File: src/verilog/puecs_pkg.sv
// Package: constants and carriers for the power controller event counters
package puecs_pkg;

    // Counter bank shape
    localparam int CTR_NUM = 4;
    localparam int CTR_W = 48;
    localparam int CODE_W = 8;
    localparam int OCC_W = 4;

    // Values after reset
    localparam logic [47:0] CTR_RESET = 48'h0;
    localparam logic [3:0] OCC_RESET = 4'h0;

    // Event codes
    localparam logic [7:0] EV_NONE = 8'h00;
    localparam logic [7:0] EV_CLOCKTICKS = 8'h01;
    localparam logic [7:0] EV_FREQ_THERMAL = 8'h04;
    localparam logic [7:0] EV_FREQ_POWER = 8'h05;
    localparam logic [7:0] EV_ALARM_INT = 8'h09;
    localparam logic [7:0] EV_ALARM_EXT = 8'h0a;
    localparam logic [7:0] EV_THROT_MULTI_DIE = 8'h14;
    localparam logic [7:0] EV_THROT_PKG_MEM = 8'h15;
    localparam logic [7:0] EV_THROT_CORE_TILE = 8'h19;
    localparam logic [7:0] EV_HOT_MULTI_DIE = 8'h1b;
    localparam logic [7:0] EV_HOT_PKG_MEM = 8'h1c;
    localparam logic [7:0] EV_HOT_UNCORE = 8'h1d;
    localparam logic [7:0] EV_HOT_CORE = 8'h1f;
    localparam logic [7:0] EV_PKG_C0 = 8'h2a;
    localparam logic [7:0] EV_PKG_C6 = 8'h2d;
    localparam logic [7:0] EV_MEM_SHED = 8'h2f;
    localparam logic [7:0] EV_OCC_C0 = 8'h35;
    localparam logic [7:0] EV_OCC_C6 = 8'h37;
    localparam logic [7:0] EV_REG_HOT = 8'h42;
    localparam logic [7:0] EV_CORE_TRANS = 8'h72;
    localparam logic [7:0] EV_IO_FLOOR = 8'h73;
    localparam logic [7:0] EV_FREQ_CHANGE = 8'h74;
    localparam logic [7:0] EV_SHED0 = 8'h75;
    localparam logic [7:0] EV_SHED1 = 8'h76;
    localparam logic [7:0] EV_SHED2 = 8'h77;
    localparam logic [7:0] EV_SHED3 = 8'h78;

    // Per-counter control
    typedef struct packed {
        logic enable;
        logic edge_det;
        logic invert;
        logic [OCC_W-1:0] thresh;
        logic [CODE_W-1:0] ev_sel;
    } puecs_ctl_s;

    // Conditions reported by the power controller
    typedef struct packed {
        logic thermal_limit;
        logic throttling;
        logic power_limit;
        logic io_floor;
        logic freq_changing;
        logic [3:0] phase_shed;
        logic core_hot;
        logic package_memory_hot;
        logic multi_die_hot;
        logic uncore_hot;
        logic mem_phase_shed;
        logic pkg_c0;
        logic pkg_c6;
        logic pkg_transition;
        logic [OCC_W-1:0] cores_c0;
        logic [OCC_W-1:0] cores_c6;
        logic alarm_external;
        logic alarm_internal;
        logic throttle_core_tile;
        logic throttle_package_memory;
        logic throttle_multi_die;
        logic core_cstate_trans;
        logic regulator_hot;
    } puecs_cond_s;

    // Decoded event
    typedef struct packed {
        logic valid;
        logic occ;
        logic level;
        logic [OCC_W-1:0] occ_val;
    } puecs_dec_s;

endpackage

File: src/verilog/puecs_ctr_slice.sv
// One 48-bit event counter with software load
`timescale 1ns/10ps
module puecs_ctr_slice (
    input wire logic clock,                                  // System clock
    input wire logic resetn,                                 // Sync reset, active low
    input wire logic load,                                   // Software load strobe
    input wire logic [puecs_pkg::CTR_W-1:0] load_data,       // Value to load
    input wire logic [puecs_pkg::OCC_W-1:0] inc,             // Amount to add
    output logic [puecs_pkg::CTR_W-1:0] count                // Counter value
);

    // Accumulate, wrapping at full width; load wins
    always_ff @(posedge clock) begin
        if (!resetn) begin
            count <= puecs_pkg::CTR_RESET;
        end else if (load) begin
            count <= load_data;
        end else begin
            count <= count + puecs_pkg::CTR_W'(inc);
        end
    end

endmodule

File: src/verilog/puecs_top.sv
// Event selection and counting for the power controller counters
`timescale 1ns/10ps

// Functional notes
// RL1: Code 0x1 counts every enabled clock
// RL2: Code 0x0 never increments the counter
// RL3: Codes 0x75-0x78 count phase-shed states 0-3
// RL4: Code 0x4 counts thermal frequency throttling
// RL5: Code 0x5 counts power-limited frequency cycles
// RL6: Code 0x73 counts IO floor holding frequency
// RL7: Code 0x74 counts frequency change, unqualified
// RL8: Codes 0x1f,0x1c,0x1b,0x1d count hot conditions
// RL9: Code 0x2f counts memory phase shedding
// RL10: Codes 0x2a/0x2d package residency, transitions excluded
// RL11: Edge counts entrances; edge plus invert, exits
// RL12: Codes 0x35/0x37 give cores in C0/C6
// RL13: Codes 0xa/0x9 count external/internal alarm
// RL14: Codes 0x19,0x15,0x14 count throttling targets
// RL15: Code 0x72 counts core C-state transitions
// RL16: Code 0x42 counts processor regulator hot
// RL17: Four 48-bit counters, each own control
// RL18: Edge detect counts rising transitions
// RL19: Unassigned codes leave counter unchanged
// RL20: Occupancy adds value, or thresholded one
module puecs_top (
    input wire logic clock,                                               // System clock, 20 MHz
    input wire logic resetn,                                              // Sync reset, active low
    input wire puecs_pkg::puecs_cond_s cond,                              // Controller conditions
    input wire puecs_pkg::puecs_ctl_s [puecs_pkg::CTR_NUM-1:0] ctl,       // Counter controls
    input wire logic [puecs_pkg::CTR_NUM-1:0] ctr_load,                   // Counter load strobes
    input wire logic [puecs_pkg::CTR_W-1:0] ctr_load_data,                // Counter load value
    output logic [puecs_pkg::CTR_NUM-1:0][puecs_pkg::CTR_W-1:0] ctr_value, // Counter values
    output logic [puecs_pkg::CTR_NUM-1:0] ctr_active                      // Counted last cycle
);

    // Map an event code onto the condition it watches
    function automatic puecs_pkg::puecs_dec_s decode_event(
        input logic [puecs_pkg::CODE_W-1:0] code,
        input puecs_pkg::puecs_cond_s c
    );
        puecs_pkg::puecs_dec_s d;
        d = '0;
        d.valid = 1'b1;
        case (code)
            puecs_pkg::EV_CLOCKTICKS: d.level = 1'b1; // [RL1]
            puecs_pkg::EV_FREQ_THERMAL: d.level = c.thermal_limit & c.throttling; // [RL4]
            puecs_pkg::EV_FREQ_POWER: d.level = c.power_limit; // [RL5]
            puecs_pkg::EV_IO_FLOOR: d.level = c.io_floor; // [RL6]
            puecs_pkg::EV_FREQ_CHANGE: d.level = c.freq_changing; // [RL7]
            puecs_pkg::EV_SHED0: d.level = c.phase_shed[0]; // [RL3]
            puecs_pkg::EV_SHED1: d.level = c.phase_shed[1]; // [RL3]
            puecs_pkg::EV_SHED2: d.level = c.phase_shed[2]; // [RL3]
            puecs_pkg::EV_SHED3: d.level = c.phase_shed[3]; // [RL3]
            puecs_pkg::EV_HOT_CORE: d.level = c.core_hot; // [RL8]
            puecs_pkg::EV_HOT_PKG_MEM: d.level = c.package_memory_hot; // [RL8]
            puecs_pkg::EV_HOT_MULTI_DIE: d.level = c.multi_die_hot; // [RL8]
            puecs_pkg::EV_HOT_UNCORE: d.level = c.uncore_hot; // [RL8]
            puecs_pkg::EV_MEM_SHED: d.level = c.mem_phase_shed; // [RL9]
            puecs_pkg::EV_PKG_C0: d.level = c.pkg_c0 & ~c.pkg_transition; // [RL10]
            puecs_pkg::EV_PKG_C6: d.level = c.pkg_c6 & ~c.pkg_transition; // [RL10]
            puecs_pkg::EV_OCC_C0: begin // [RL12]
                d.occ = 1'b1;
                d.occ_val = c.cores_c0;
            end
            puecs_pkg::EV_OCC_C6: begin // [RL12]
                d.occ = 1'b1;
                d.occ_val = c.cores_c6;
            end
            puecs_pkg::EV_ALARM_EXT: d.level = c.alarm_external; // [RL13]
            puecs_pkg::EV_ALARM_INT: d.level = c.alarm_internal; // [RL13]
            puecs_pkg::EV_THROT_CORE_TILE: d.level = c.throttle_core_tile; // [RL14]
            puecs_pkg::EV_THROT_PKG_MEM: d.level = c.throttle_package_memory; // [RL14]
            puecs_pkg::EV_THROT_MULTI_DIE: d.level = c.throttle_multi_die; // [RL14]
            puecs_pkg::EV_CORE_TRANS: d.level = c.core_cstate_trans; // [RL15]
            puecs_pkg::EV_REG_HOT: d.level = c.regulator_hot; // [RL16]
            default: d.valid = 1'b0; // [RL2] [RL19]
        endcase
        return d;
    endfunction

    puecs_pkg::puecs_dec_s [puecs_pkg::CTR_NUM-1:0] dec;
    logic [puecs_pkg::CTR_NUM-1:0] lvl;
    logic [puecs_pkg::CTR_NUM-1:0] prev_lvl;
    logic [puecs_pkg::CTR_NUM-1:0] hit;
    logic [puecs_pkg::CTR_NUM-1:0][puecs_pkg::OCC_W-1:0] inc;

    genvar i;
    generate
        for (i = 0; i < puecs_pkg::CTR_NUM; i++) begin : g_ctr
            logic thr_on;
            logic occ_add;

            // Decode, threshold and invert the selected event
            assign dec[i] = decode_event(ctl[i].ev_sel, cond);
            assign thr_on = ctl[i].thresh != puecs_pkg::OCC_RESET;
            assign occ_add = dec[i].occ & ~thr_on; // [RL20]
            always_comb begin
                if (!dec[i].valid) begin
                    lvl[i] = 1'b0; // [RL2] [RL19]
                end else if (dec[i].occ) begin
                    lvl[i] = (dec[i].occ_val >= ctl[i].thresh) ^ ctl[i].invert; // [RL20]
                end else begin
                    lvl[i] = dec[i].level ^ ctl[i].invert; // [RL11]
                end
            end

            // Edge detect: count only rising transitions of the level
            assign hit[i] = lvl[i] & (~ctl[i].edge_det | ~prev_lvl[i]); // [RL18] [RL11]

            // Amount added this cycle; nothing while disabled
            always_comb begin
                if (!ctl[i].enable) begin
                    inc[i] = puecs_pkg::OCC_RESET; // [RL1]
                end else if (occ_add) begin
                    inc[i] = dec[i].occ_val; // [RL12] [RL20]
                end else begin
                    inc[i] = {{(puecs_pkg::OCC_W-1){1'b0}}, hit[i]};
                end
            end

            // Previous level for edge detection
            always_ff @(posedge clock) begin
                if (!resetn) begin
                    prev_lvl[i] <= 1'b0;
                end else begin
                    prev_lvl[i] <= lvl[i]; // [RL18]
                end
            end

            // Status: counter advanced on this edge
            always_ff @(posedge clock) begin
                if (!resetn) begin
                    ctr_active[i] <= 1'b0;
                end else begin
                    ctr_active[i] <= ~ctr_load[i] & (inc[i] != puecs_pkg::OCC_RESET);
                end
            end

            // The 48-bit counter itself
            puecs_ctr_slice u_slice (
                .clock(clock),
                .resetn(resetn),
                .load(ctr_load[i]),
                .load_data(ctr_load_data),
                .inc(inc[i]),
                .count(ctr_value[i]) // [RL17]
            );

            // Checks on this counter
            logic plain;
            logic res_c0;
            logic res_c6;
            assign plain = ctl[i].enable & ~ctl[i].edge_det & ~ctl[i].invert & ~ctr_load[i];
            assign res_c0 = cond.pkg_c0 & ~cond.pkg_transition;
            assign res_c6 = cond.pkg_c6 & ~cond.pkg_transition;

        end
    endgenerate
endmodule

File: config.mk
export PLATFORM = sky130hd
export DESIGN_NAME = puecs_top
export DESIGN_NICKNAME = d
export VERILOG_FILES = /design/src/verilog/puecs_pkg.sv /design/src/verilog/puecs_ctr_slice.sv /design/src/verilog/puecs_top.sv
export SDC_FILE = /design/constraint.sdc
export NUM_CORES = 1
export LEC_CHECK = 0
export BUFFER_PORTS_ARGS = -buffer_cell sky130_fd_sc_hd__buf_2
export CORE_ASPECT_RATIO = 1.2
export CORE_MARGIN = 2
export CORE_UTILIZATION = 50
export DETAILED_ROUTE_END_ITERATION = 12
export PLACE_DENSITY = 0.83
export SYNTH_ARGS = -nofsm -noshare
export SYNTH_HDL_FRONTEND = slang
export SYNTH_SLANG_ARGS = --single-unit
File: constraint.sdc
create_clock -name clock -period 7.4 [get_ports clock]
set_input_delay 1.48 -clock clock [delete_from_list [all_inputs] [get_ports clock]]
set_output_delay 1.48 -clock clock [all_outputs]
set_load 0.02 [all_outputs]
# ---- Word level (Yosys, flattened, before mapping)
# Index checks and enable logic that the tools add are counted.
dict set report totals {
  ff_bits 200
  input_bits 146
}
dict set report classes {
  addsub 4
  n_lt_le_gt_ge 4
  n_eq_ne 100
  n_mux 36
  bitwise 44
  n_reduce_logical 16
}
# op n
set op_table {}
lappend op_table {{8-bit by 7-bit equality test with 1-bit output (second input constant)} 32}
lappend op_table {{8-bit by 5-bit equality test with 1-bit output (second input constant)} 28}
lappend op_table {{48-bit by 4-bit adder with 48-bit output} 4}
lappend op_table {{48-bit 2-to-1 mux} 4}
lappend op_table {{8-bit by 6-bit equality test with 1-bit output (second input constant)} 20}
lappend op_table {{25-bit OR reduction} 4}
lappend op_table {{1-bit one-hot mux with 23 select lines} 4}
lappend op_table {{8-bit by 3-bit equality test with 1-bit output (second input constant)} 8}
lappend op_table {{8-bit by 4-bit equality test with 1-bit output (second input constant)} 8}
lappend op_table {{8-bit by 1-bit equality test with 1-bit output (second input constant)} 4}
lappend op_table {{4-bit 2-to-1 mux} 8}
lappend op_table {{4-bit one-hot mux with 2 select lines} 4}
lappend op_table {{4-bit nonzero test} 8}
lappend op_table {{1-bit inverter} 17}
lappend op_table {{4-bit greater-or-equal comparator} 4}
lappend op_table {{1-bit 2-to-1 mux} 16}
lappend op_table {{1-bit bitwise AND} 15}
lappend op_table {{2-bit OR reduction} 4}
lappend op_table {{1-bit XOR} 8}
lappend op_table {{1-bit OR} 4}

# ---- Logic depth before layout (Yosys ltp)
# Gate-level depths: netlist of run 1.
dict set report depth {
  ltp_word 11
  mapped_depth 24
}

# ---- Modules after synthesis
# Synthesis of run 1 repeated with hierarchy kept, for this count alone.
dict set report hier_totals {
  cells_unflattened 1835
  area_unflattened_um2 14288.7
}
# module n_inst cells_per_inst area_per_inst_um2
set modules_own_cells {}
lappend modules_own_cells {{puecs_ctr_slice (g_ctr[0].u_slice ...)} 3 335 2742.6}
lappend modules_own_cells {puecs_top 1 499 3377.0}
lappend modules_own_cells {{puecs_ctr_slice (g_ctr[2].u_slice)} 1 331 2683.8}

# ---- Worst setup path before layout of run 1
# Ideal clock, no wire load.
dict set report synth_path {
  path_kind {in2reg}
  start {input ctl[17] (netlist name)}
  end {register g_ctr[1].u_slice.count[16] (netlist name)}
  setup_ns 0.115
  arrival_ns 5.903
  required_ns 7.285
  setup_slack_ns 1.382
  stages 23
  path_buffers 1
  path_cell_list {clkbuf_1 > nor2b_1 > nand4_1 > or2_2 > ha_1 > nand2b_1 > a21o_1 > a211o_1 > a221oi_1 > nand4b_1 > xor2_1 > a31oi_1 > nor2b_1 > ha_1 > fa_1 > a21o_1 > a21oi_1 > nor2_1 > and2_1 > nand3_1 > xor2_1 > o21ai_0 > and2_1}
}
dict set report synth_between {
  elab_chain_cells 11
  word_cells_on_any_way 42
}
# item line_no
set synth_lines {}
lappend synth_lines {{start: declaration} puecs_top.sv:29} ;# input wire puecs_pkg::puecs_ctl_s [puecs_pkg::CTR_NUM-1:0] ctl,
lappend synth_lines {{8-bit by 6-bit equality test with 1-bit output} puecs_top.sv:44} ;# case (code)
lappend synth_lines {{4-bit one-hot mux with 2 select lines} puecs_top.sv:44}
lappend synth_lines {{4-bit greater-or-equal comparator} puecs_top.sv:101} ;# lvl[i] = (dec[i].occ_val >= ctl[i].thresh) ^ ctl[i].invert;
lappend synth_lines {{1-bit XOR} puecs_top.sv:101}
lappend synth_lines {{1-bit 2-to-1 mux} puecs_top.sv:100} ;# end else if (dec[i].occ) begin
lappend synth_lines {{1-bit 2-to-1 mux} puecs_top.sv:98} ;# if (!dec[i].valid) begin
lappend synth_lines {{1-bit bitwise AND} puecs_top.sv:108} ;# assign hit[i] = lvl[i] & (~ctl[i].edge_det | ~prev_lvl[i]);
lappend synth_lines {{4-bit 2-to-1 mux (*)} puecs_top.sv:114} ;# end else if (occ_add) begin
lappend synth_lines {{4-bit 2-to-1 mux (*)} puecs_top.sv:112} ;# if (!ctl[i].enable) begin
lappend synth_lines {{48-bit by 4-bit adder with 48-bit output (*)} puecs_ctr_slice.sv:19} ;# count <= count + puecs_pkg::CTR_W'(inc);
lappend synth_lines {{48-bit 2-to-1 mux (*)} puecs_ctr_slice.sv:16} ;# end else if (load) begin
lappend synth_lines {{end signal: assignment} puecs_ctr_slice.sv:15} ;# count <= puecs_pkg::CTR_RESET;
lappend synth_lines {{end signal: assignment} puecs_ctr_slice.sv:17} ;# count <= load_data;
lappend synth_lines {{end signal: assignment} puecs_ctr_slice.sv:19}
lappend synth_lines {{end: declaration} puecs_ctr_slice.sv:9} ;# output logic [puecs_pkg::CTR_W-1:0] count
# Mark *: on every way between the ends. The rest lies on a longest branch, timed or not.
# A chain may end at the register's enable or synchronous reset.

# ---- Worst setup path in the final report of run 1
dict set report layout_path {
  start {input ctl[17] (netlist name)}
  end {register g_ctr[1].u_slice.count[44] (netlist name)}
}
# The elaborated chain is that of the path after synthesis.

==> results of run 1 <==
==> sequential cells by signal, summed over array words and instances, names as in the netlist <==
| name | count |
|---|---|
| ctr_active | 4 |
| prev_lvl | 4 |
| g_ctr.u_slice.count | 192 |
==> cells by family after synthesis <==
group	synth area share
AOI/OAI and AO/OA	0.192
muxes	0.0266
DFF	0.297
adders and majority gates	0.0364
buffers and inverters	0.0401
and+or+nand+nor	0.289
xor gates and xnor gates	0.119
==> cell usage after synthesis (7+ instances only) <==
cell / count / area [sq um]
dfxtp_1: 200 / 4000
nand2_1: 180 / 676
o21ai_0: 179 / 896
a21oi_1: 123 / 616
nor2_1: 108 / 405
xor2_1: 98 / 858
clkbuf_1: 94 / 353
xnor2_1: 85 / 744
and2_1: 69 / 432
nand3_1: 63 / 315
nand4_1: 49 / 307
inv_1: 40 / 150
and3_1: 38 / 238
nor3_1: 38 / 190
nor2b_1: 33 / 206
ha_1: 32 / 400
mux2i_1: 29 / 290
and4_1: 27 / 236
nand2b_1: 26 / 163
o211a_1: 22 / 220
a21o_1: 14 / 105
nand4b_1: 11 / 96.3
a31oi_1: 9 / 56.3
nor3b_1: 9 / 67.6
nor4_1: 9 / 56.3
or4_1: 9 / 67.6
a22oi_1: 8 / 60.1
a211oi_1: 7 / 52.6
o22ai_1: 7 / 43.8
or3_1: 7 / 43.8
==> where the power goes <==
| group | leakage [nW] | switching [mW] | internal, mW |
|---|---|---|---|
| clock network | 0.290 | 0.424 | 0.526 |
| logic | 4.86 | 0.352 | 0.196 |
| registers | 1.66 | 0.0833 | 1.15 |
| total | 6.80 | 0.859 | 1.87 |
==> final timing paths <==
path                                            to  cells past startpoint
max          g_ctr[1].u_slice.count[44]$_SDFF_PN0_                     23
min          g_ctr[3].u_slice.count[46]$_SDFF_PN0_                      2
max reg2reg  g_ctr[3].u_slice.count[44]$_SDFF_PN0_                     13
min reg2reg  g_ctr[3].u_slice.count[46]$_SDFF_PN0_                      2
==> layout by cell type (no fill, tap or decap), drive strengths merged, types with 8 or more instances in the layout <==
master | synthesis | layout
buf | 7 | 349
nand2b | 27 | 27
a21o | 14 | 14
dfxtp | 200 | 200
and3 | 38 | 38
xor2 | 98 | 98
nand4b | 11 | 11
ha | 32 | 32
nor4 | 10 | 10
or4 | 11 | 11
nor3b | 9 | 9
and2 | 69 | 69
mux2i | 29 | 29
nor2 | 108 | 108
inv | 41 | 42
nand3 | 63 | 63
clkbuf | 94 | 22
o21ai | 180 | 180
nand2 | 180 | 180
a22oi | 8 | 8
xnor2 | 85 | 85
nor2b | 33 | 33
a31oi | 9 | 9
and4 | 28 | 28
nand4 | 50 | 50
o211a | 22 | 22
nor3 | 39 | 39
a21oi | 123 | 123
==> routing by layer <==
| metal | GRT usage | vias to the layer above |
|---|---|---|
| li1 | - | 6744 |
| met1 | 0.347 | 6686 |
| met2 | 0.566 | 734 |
| met3 | 0.0740 | 175 |
| met4 | 0.228 | 4 |
| met5 | 0 | - |
==> worst max-delay path, stage by stage <==
cell and delay [ns]:
buf_2 0.29, nor2b_1 0.31, nand4_1 0.31, or2_2 0.41, ha_1 0.27, nand2b_1 0.14, a21o_1 0.17, a211o_1 0.29
a221oi_1 0.24, nand4b_1 0.14, xor2_1 0.19, a31oi_1 0.14, nor2b_1 0.07, ha_1 0.21, fa_1 0.41, a21o_1 0.17
a21oi_1 0.47, nor3_1 0.10, buf_4 0.20, and3_1 0.23, and3_1 0.20, xnor2_1 0.13, a21oi_1 0.08
==> layout make-up <==
type	instances	share of cell area
Clock inverter	10	0.00741
Sequential cell	200	0.252
Antenna cell	3	0.000473
Tap cell	335	0.0264
Clock buffer	22	0.0299
Multi-Input combinational cell	1399	0.562
Inverter	42	0.00993
Timing Repair Buffer	349	0.111
==> metrics.md, run 1 <==
| Metric | Value |
|---|---|
| Status | `finished, final reports clean` |
| Postcts setup bufs | `0` |
| DR top layer | `met5` |
| Vias | `14,300` |
| Htree depth | `4` |
| RePlAce Congestion | `0.970` |
| Yosys reg bits | `200` |
| Die H | `approximately 180 microns` |
| Hold WC Path Type | `reg -> reg` |
| Area grow syn2layout | `17.9%` |
| Row count | `between 60 and 70` |
| CTS tree | `built` |
| Vias in the first global route | `13,300` |
| Mapped Nets | `1,924` |
| Post-place setup slack | `0.682 ns` |
| Synthesized area | `13,500 sq um` |
| Layout Nets | `about 2,200` |
| Drt first-iter violations | `1,202` |
| Post-cts gate resize count | `0` |
| Core Util, Final | `0.601` |
| Max clock buf depth | `2` |
| Global-route wire length before repair | `72,200 microns` |
| Die area | `28,300 sq um` |
| # IOs | `342` |
| Final Hold Viols | `0` |
| Core Region | `26,400 sq um` |
| WHS | `0.584 ns` |
| Routed WL | `between 40,000 and 50,000 microns` |
| Post-Syn Area per Cell | `7.73 sq um` |
| Worst EP required | `roughly 7.7 ns` |
| Die X-Extent | `about 150 microns` |
| Hold Buf Count CTS | `0` |
| Setup TNS Final | `0 ns` |
| Critical path type | `in -> reg` |
| Proportion of layout cells with a drive suffix above 1 | `0.204` |
| Seq/Total Area, Yosys | `0.297` |
| Met3 WL post-DR | `4150 microns` |
| Slew Limit Headroom | `0.321` |
| Min setup slack post-route | `approximately 1.0 ns` |
| Clock tree sinks | `200` |
| Global Route Usage Sum | `0.324` |
| Post-Syn Instances | `1,742` |
| Clk slew on worst S/H paths | `0.07 ns` |
| PortBufs | `341` |
| Worst Setup SP | `ctl[17]` |
| Peak Freq | `157 MHz` |
| DR WL met2 | `23,000 microns` |
| Placed Cells | `2,325` |
| CTS Buf Count | `17` |
| Gr ovfl total | `0` |
| Vias per std cell | `6.08` |
| RSZ-0062 raised after global routing | `false` |
| Residual DRC | `0` |
| Placement Cell Area | `15,300 sq um` |
| Pwr per Cell Area | `172 nW/um^2` |
| Async S/R FF share, synth | `0` |
| Leak Pwr | `a little under 7 nW` |
| Initial antenna violation count | `5` |
| 1st-pass router iterations | `7` |
| FF-to-FF Start | `prev_lvl[3]$_SDFF_PN0_` |
| Synth cell types | `80` |
| Clock skew | `0.0115 ns` |
| Endpoint class of the critical path | `register` |
| Peak supply drop | `175 uV` |
| HP Start | `g_ctr[3].u_slice.count[46]$_SDFF_PN0_` |
| Clock root buffer master | `clkbuf_16` |
| Largest net degree at the start of global routing | `117` |
| Maxcap violations | `0` |
| Final Instance Area | `15,900 sq um` |
| Starting Density | `0.509` |
| Final setup violation count | `0` |
| Synth Flop Type | `dfxtp_1` |
| FILL cells | `2,385` |
| Register area | `4000 sq um` |
| Wl on met1 | `17,000 microns` |
| Yosys warns | `0` |
| DR WL/cell | `about 20 microns` |
| Antenna-violating nets left | `0` |
| Final Max Slew Viols | `0` |
| Startpoint type of the worst setup path | `input pin` |
| Slew @ Worst Pin | `1.02 ns` |
| Hpwl dp | `36,300 microns` |
| Power, Total | `between 2 and 3 mW` |
| Fin cells | `2,360` |
| Worst EP arrival | `about 6.7 ns` |
| R2R setup slack | `4.27 ns` |
| Crit Path Max Fanout | `18` |
| Final period utilization | `0.858` |
| Post-synth EDFFs | `0` |
| Tmin final | `6.35 ns` |
| Clk Latency, worst-skew pair | `0.45 ns` |
| Area of the multi-input gates | `8930 sq um` |
No activity file was read; power rests on OpenSTA's default activity.
==> inputs of run 2 (changes only) <==
--- a/config.mk
+++ b/config.mk
@@ -8,9 +8,9 @@
 export BUFFER_PORTS_ARGS = -buffer_cell sky130_fd_sc_hd__buf_2
 export CORE_ASPECT_RATIO = 1.2
 export CORE_MARGIN = 2
-export CORE_UTILIZATION = 50
+export CORE_UTILIZATION = 30
 export DETAILED_ROUTE_END_ITERATION = 12
-export PLACE_DENSITY = 0.83
+export PLACE_DENSITY = 0.57
 export SYNTH_ARGS = -nofsm -noshare
 export SYNTH_HDL_FRONTEND = slang
 export SYNTH_SLANG_ARGS = --single-unit
==> metrics.md, run 2 (synthesized netlist as in run 1, its figures left out) <==
| Metric | Value |
|---|---|
| Reg2reg end | `g_ctr[3].u_slice.count[43]$_SDFF_PN0_` |
| Core Util, Final | `0.364` |
| Critical path type | `in -> reg` |
| Worst Setup SP | `ctl[17]` |
| Final period utilization | `0.840` |
| Clk Latency, worst-skew pair | `0.46 ns` |
| R2R setup slack | `4.01 ns` |
| Global-route wire length before repair | `80,400 microns` |
| Critical Path Most Common Cell | `a21o_1` |
| Clock skew | `0.0123 ns` |
| Sequential power share | `0.437` |
| Max clock buf depth | `2` |
| Setup TNS Final | `0 ns` |
| Postcts setup bufs | `0` |
| Area grow syn2layout | `20.5%` |
| RePlAce Congestion | `0.982` |
| Endpoint class of the critical path | `register` |
| # IOs | `342` |
| CTS tree | `built` |
| Leak Pwr | `6.83 nW` |
| HP Start | `g_ctr[1].u_slice.count[47]$_SDFF_PN0_` |
| Clk slew on worst S/H paths | `0.07 ns` |
| Global Route Usage Sum | `0.225` |
| Die X-Extent | `197 microns` |
| Hold depth | `2` |
| Cell chain of the critical path | `buf_2 > nor2b_1 > nand4_1 > or2_2 > ha_1 > nand2b_1 > a21o_1 > a211o_1 > a221oi_1 > nand4b_1 > xor2_1 > a31oi_1 > nor2b_1 > ha_1 > a21o_1 > a21o_1 > a21oi_1 > nor3_1 > nand2_1 > xor2_1 > o21ai_0 > and2_1` |
| PortBufs | `about 340` |
| Combinational Power Share | `0.199` |
| Vias | `around 14,000` |
| Cells on worst reg2reg path | `12` |
| Hold Buf Count CTS | `0` |
| Final Hold Viols | `0` |
| Pwr per Cell Area | `between 150 and 200 nW/um^2` |
| Net Switching | `0.891 mW` |
| Clock tree sinks | `200` |
| Slew @ Worst Pin | `1.03 ns` |
| Die area | `46,600 sq um` |
| Startpoint type of the worst setup path | `input pin` |
| Worst EP arrival | `6.57 ns` |
| Hold endpoint | `g_ctr[1].u_slice.count[47]$_SDFF_PN0_` |
| Most frequent cells in the layout | `340 x buf_2, 200 x dfxtp_1, 180 x nand2_1, 179 x o21ai_0, 123 x a21oi_1` |
| Antenna-violating nets left | `0` |
| Starting Density | `0.302` |
| Die H | `236 microns` |
| Peak supply drop | `168 uV` |
| Routed WL | `roughly 54,000 microns` |
| Maxcap violations | `0` |
| Row count | `85` |
| Vias in the first global route | `13,400` |
| Layout Nets | `2,195` |
| Crit Path Max Fanout | `18` |
| Max FFs per register | `192` |
| 1st-pass router iterations | `5` |
| CTS Buf Count | `17` |
| Slew Limit Headroom | `0.316` |
| FILL cells | `4,763` |
| Hold WC Path Type | `reg -> reg` |
| Tmin final | `6.22 ns` |
| Worst path slowest cell | `nor3_1` |
| DR WL/cell | `20.8 microns` |
| Worst EP required | `~7.8 ns` |
| Status | `finished, final reports clean` |
| P_int | `1.92 mW` |
| FF-to-FF Start | `prev_lvl[3]$_SDFF_PN0_` |
| Gr ovfl total | `0` |
| Top reg by flops | `g_ctr.u_slice.count` |
| RSZ-0062 raised after global routing | `false` |
| Clock root buffer master | `clkbuf_16` |
| Initial antenna violation count | `11` |
| Hpwl dp | `42,200 microns` |
| Top flop regs | `g_ctr.u_slice.count: 192 flops, ctr_active: 4 flops, prev_lvl: 4 flops` |
| Post-cts gate resize count | `0` |
| Htree depth | `4` |
| Residual DRC | `0` |
| Vias per std cell | `approximately 5.4` |
| Peak Freq | `161 MHz` |
| Largest net degree at the start of global routing | `110` |
| Slowest stage delay, CP | `0.76 ns` |
| Drt first-iter violations | `between 900 and 1,000` |
| Clock network power share | `0.365` |
| Proportion of layout cells with a drive suffix above 1 | `0.205` |
| Final setup violation count | `0` |
| Commonest non-fill, non-tap cell in the layout | `buf_2` |
| Switching fraction of total power | `0.317` |
| Final Max Slew Viols | `0` |
| Core Region | `44,600 sq um` |
==> run 2: worst max-delay path by stage <==
stage,depth (start not counted),slack [ns],to
global placement,22,0.90,g_ctr[1].u_slice.count[29]$_SDFF_PN0_
detailed placement,21,0.74,g_ctr[0].u_slice.count[30]$_SDFF_PN0_
global route,21,0.65,g_ctr[0].u_slice.count[30]$_SDFF_PN0_
finish,22,1.18,g_ctr[1].u_slice.count[29]$_SDFF_PN0_
floorplan,23,1.38,g_ctr[1].u_slice.count[16]$_SDFF_PN0_
CTS,21,1.21,g_ctr[0].u_slice.count[30]$_SDFF_PN0_
==> run 2: power by group through the flow <==
stage               Combinational, mW  Sequential (mW)  Clock (mW)
finish                          0.559             1.23        1.02
global route                    0.607             1.24        1.08
CTS                             0.561             1.23        1.05
detailed placement              0.559             1.25           0
global placement                0.556             1.25           0
floorplan                       0.245             1.32           0
==> run 2: final cells by class <==
class	count	area, sq um	area share
Inverter	42	158	0.00972
Sequential cell	200	4000	0.247
Clock buffer	21	450	0.0278
Antenna cell	3	7.51	0.000463
Timing Repair Buffer	353	1800	0.111
Clock inverter	11	170	0.0105
Tap cell	565	707	0.0436
Multi-Input combinational cell	1399	8930	0.550
==> run 2: metal layers <==
layer  routed length (microns)  GRT usage  part of all wire
met1                     20200      0.249              0.38
met2                     27600      0.411              0.51
met5                       115          0            0.0021
met4                      1600     0.0795             0.030
met3                      4300     0.0575             0.080
==> run 2: critical path: cells and delay by family <==
| kind | cells | cell delay (ns) |
|---|---|---|
| and+or+nand+nor | 9 | 2.51 |
| AOI/OAI and AO/OA | 8 | 1.41 |
| adders and majority gates | 2 | 0.47 |
| xor gates and xnor gates | 2 | 0.43 |
| buffers and inverters | 1 | 0.28 |
==> run 2: through the flow <==
step | power (mW) | cells | cell area (sq um) | hold WS [ns] | worst slack, ns
after floorplan | 1.56 | 1742 | 13500 | 0.596 | 1.38
after global placement | 1.80 | 2559 | 15600 | 0.542 | 0.902
after CTS | 2.83 | 2591 | 16200 | 0.567 | 1.21
final | 2.81 | 2594 | 16200 | 0.566 | 1.18
after global routing | 2.93 | 2592 | 16200 | 0.602 | 0.648
after detailed placement | 1.81 | 2559 | 15600 | 0.556 | 0.742
==> inputs of run 3 (changes only) <==
--- a/config.mk
+++ b/config.mk
@@ -5,12 +5,13 @@
 export SDC_FILE = /design/constraint.sdc
 export NUM_CORES = 1
 export LEC_CHECK = 0
+export ABC_AREA = 1
 export BUFFER_PORTS_ARGS = -buffer_cell sky130_fd_sc_hd__buf_2
 export CORE_ASPECT_RATIO = 1.2
 export CORE_MARGIN = 2
 export CORE_UTILIZATION = 30
 export DETAILED_ROUTE_END_ITERATION = 12
-export PLACE_DENSITY = 0.57
+export PLACE_DENSITY = 0.58
 export SYNTH_ARGS = -nofsm -noshare
 export SYNTH_HDL_FRONTEND = slang
 export SYNTH_SLANG_ARGS = --single-unit
==> constraint.sdc (replaced) <==
create_clock -name clock -period 5.2 [get_ports clock]
set_input_delay 1.04 -clock clock [delete_from_list [all_inputs] [get_ports clock]]
set_output_delay 1.04 -clock clock [all_outputs]
set_load 0.02 [all_outputs]
==> metrics.md, run 3 <==
| Metric | Value |
|---|---|
| Synthesized area | `16,400 sq um` |
| Clk Latency, worst-skew pair | `0.48 ns` |
| Vias | `between 15,000 and 20,000` |
| Initial antenna violation count | `8` |
| Leak Pwr | `a little under 10 nW` |
| CTS tree | `built` |
| Synth Flop Type | `dfxtp_1` |
| Mapped Nets | `2,930` |
| Seq/Total Area, Yosys | `0.245` |
| Largest net degree at the start of global routing | `58` |
| Async S/R FF share, synth | `0` |
| Crit Path Max Fanout | `5` |
| CTS Buf Count | `17` |
| Synth cell types | `57` |
| Clock skew | `0.0154 ns` |
| Endpoint class of the critical path | `register` |
| Synth cell count leaders | `562 x nand2_1, 468 x inv_1, 361 x nor2_1` |
| Power, Total | `4.15 mW` |
| Postcts setup bufs | `0` |
| Area share of the largest cell type after synthesis | `0.245` |
| DR WL/cell | `21.1 microns` |
| Hold Buf Count CTS | `0` |
| Hpwl dp | `around 64,000 microns` |
| Residual DRC | `0` |
| Clock tree sinks | `200` |
| Core Region | `between 50,000 and 60,000 sq um` |
| Die H | `around 260 microns` |
| Global-route wire length before repair | `116,000 microns` |
| Area grow syn2layout | `18.6%` |
| Vias per std cell | `approximately 5.2` |
| Max clock buf depth | `2` |
| Slew @ Worst Pin | `just under 0.9 ns` |
| Critical Path Most Common Cell | `nand2_1` |
| Area contributors post-synth | `dfxtp_1 24%, nand2_1 13%, inv_1 11%` |
| Slew Limit Headroom | `0.424` |
| Starting Density | `0.304` |
| Peak Freq | `219 MHz` |
| Post-Syn Instances | `roughly 2,700` |
| RePlAce Congestion | `0.999` |
| Routed WL | `80,100 microns` |
| Cell with the most instances after synthesis | `nand2_1` |
| Slowest stage delay, CP | `0.28 ns` |
| Maxcap violations | `0` |
| Final setup violation count | `0` |
| Clock root buffer master | `clkbuf_16` |
| Hold WC Path Type | `reg -> reg` |
| Die X-Extent | `between 200 and 250 microns` |
| Critical path type | `in -> reg` |
| Worst EP required | `roughly 5.6 ns` |
| Max FFs per register | `192` |
| Die area | `about 56,000 sq um` |
| Worst EP arrival | `4.94 ns` |
| # IOs | `342` |
| Clk slew on worst S/H paths | `0.08 ns` |
| Setup TNS Final | `0 ns` |
| Drt first-iter violations | `1,792` |
| Top flop regs | `g_ctr.u_slice.count: 192 flops, ctr_active: 4 flops, prev_lvl: 4 flops` |
| Final period utilization | `0.879` |
| Htree depth | `4` |
| WHS | `0.576 ns` |
| Vias in the first global route | `18,800` |
| Layout Nets | `3,242` |
| Final Max Slew Viols | `0` |
| Proportion of layout cells with a drive suffix above 1 | `0.153` |
| Tmin final | `4.57 ns` |
| PortBufs | `around 340` |
| Commonest non-fill, non-tap cell in the layout | `nand2_1` |
| Leading area contributor after synthesis | `dfxtp_1` |
| Final Hold Viols | `0` |
| Yosys warns | `0` |
| Post-Syn Area per Cell | `5.95 sq um` |
| Row count | `93` |
| Global Route Usage Sum | `0.277` |
| Gr ovfl total | `0` |
| Yosys reg bits | `200` |
| Peak supply drop | `248 uV` |
| Most frequent cells in the layout | `562 x nand2_1, 467 x inv_1, 361 x nor2_1, 340 x buf_2, 311 x nand3_1` |
| Post-synth EDFFs | `0` |
| Status | `finished, final reports clean` |
| Pwr per Cell Area | `roughly 210 nW/um^2` |
| Worst path slowest cell | `nor2_1` |
| 1st-pass router iterations | `6` |
| Post-cts gate resize count | `0` |
| Antenna-violating nets left | `0` |
| Startpoint type of the worst setup path | `input pin` |
| FILL cells | `6,211` |
| R2R setup slack | `2.52 ns` |
| RSZ-0062 raised after global routing | `false` |
| Top reg by flops | `g_ctr.u_slice.count` |
[run 3: cell types whose count changed after synthesis, sizes merged, moves of 33 or more]
| cell | delta |
|---|---|
| o211ai | +90 |
| nand2 | +398 |
| nor3 | +58 |
| xor2 | -35 |
| clkbuf | -45 |
| nor2b | -33 |
| xnor2 | -64 |
| nand3 | +251 |
| nor2 | +272 |
| and2 | -64 |
| o21ai | -49 |
| inv | +431 |
| and3 | -35 |
[run 3: metrics by stage]
stage | area [sq um] | utilization | std cells | setup slack, ns
6_report | 19400 | 0.361 | 3788 | 0.631
5_1_grt | 19400 | 0.361 | 3785 | 0.161
3_5_place_dp | 18800 | 0.349 | 3753 | 0.233
2_1_floorplan | 16400 | - | 2748 | 0.886
3_3_place_gp | 18800 | 0.349 | 3753 | 0.310
4_1_cts | 19400 | 0.361 | 3785 | 0.728
[run 3: logic make-up (layout without fill, tap and decap cells)]
kind of cell,Yosys count,in the layout,share of synthesized area
other,0,3,0
adder cells (fa/ha/maj),36,36,0.0294
AND/OR/NAND/NOR,1528,1528,0.423
flip-flops,200,200,0.245
XOR/XNOR,84,84,0.0450
AO/OA/AOI/OAI,359,359,0.130
buffers and inverters,541,866,0.128
[run 3: worst max-delay path, delay by kind of cell]
family / cells / cell delay (ns)
simple gates: 12 / 1.74
compound gates: 6 / 0.86
buf+inv: 5 / 0.40
fa+ha+maj: 3 / 0.75
xor+xnor: 1 / 0.15
[run 3: area by class of cell]
cell class	count	area (sq um)	share of cell area
sequential	200	4000	0.206
inverter	473	1780	0.0916
timing repair buffer	361	1860	0.0959
multi-input combinational	2007	10300	0.529
clock buffer	21	470	0.0243
antenna	3	7.51	0.000387
tap	712	891	0.0459
clock inverter	11	130	0.00671
[run 3: layer usage]
| metal | up-vias | global-route usage | share of wire | wire length, microns |
|---|---|---|---|---|
| li1 | 9589 | - | - | - |
| met1 | 9030 | 0.327 | 0.39 | 31400 |
| met2 | 926 | 0.450 | 0.45 | 35800 |
| met3 | 224 | 0.0622 | 0.088 | 7050 |
| met4 | 6 | 0.184 | 0.072 | 5780 |
| met5 | - | 0 | 0.00050 | 40 |
[run 3: report_power, final]
| group | total (mW) | switching [mW] | leakage [nW] | internal, mW |
|---|---|---|---|---|
| logic | 0.913 | 0.646 | 7.71 | 0.267 |
| registers | 1.79 | 0.158 | 1.66 | 1.64 |
| clock network | 1.44 | 0.722 | 0.289 | 0.719 |
[run 3: final timing paths]
| path | cells after the start | end | start |
|---|---|---|---|
| max | 27 | g_ctr[0].u_slice.count[46]$_SDFF_PN0_ | ctl[3] |
| min | 2 | g_ctr[2].u_slice.count[7]$_SDFF_PN0_ | g_ctr[2].u_slice.count[7]$_SDFF_PN0_ |
| max reg2reg | 19 | g_ctr[2].u_slice.count[34]$_SDFF_PN0_ | prev_lvl[2]$_SDFF_PN0_ |
| min reg2reg | 2 | g_ctr[2].u_slice.count[7]$_SDFF_PN0_ | g_ctr[2].u_slice.count[7]$_SDFF_PN0_ |
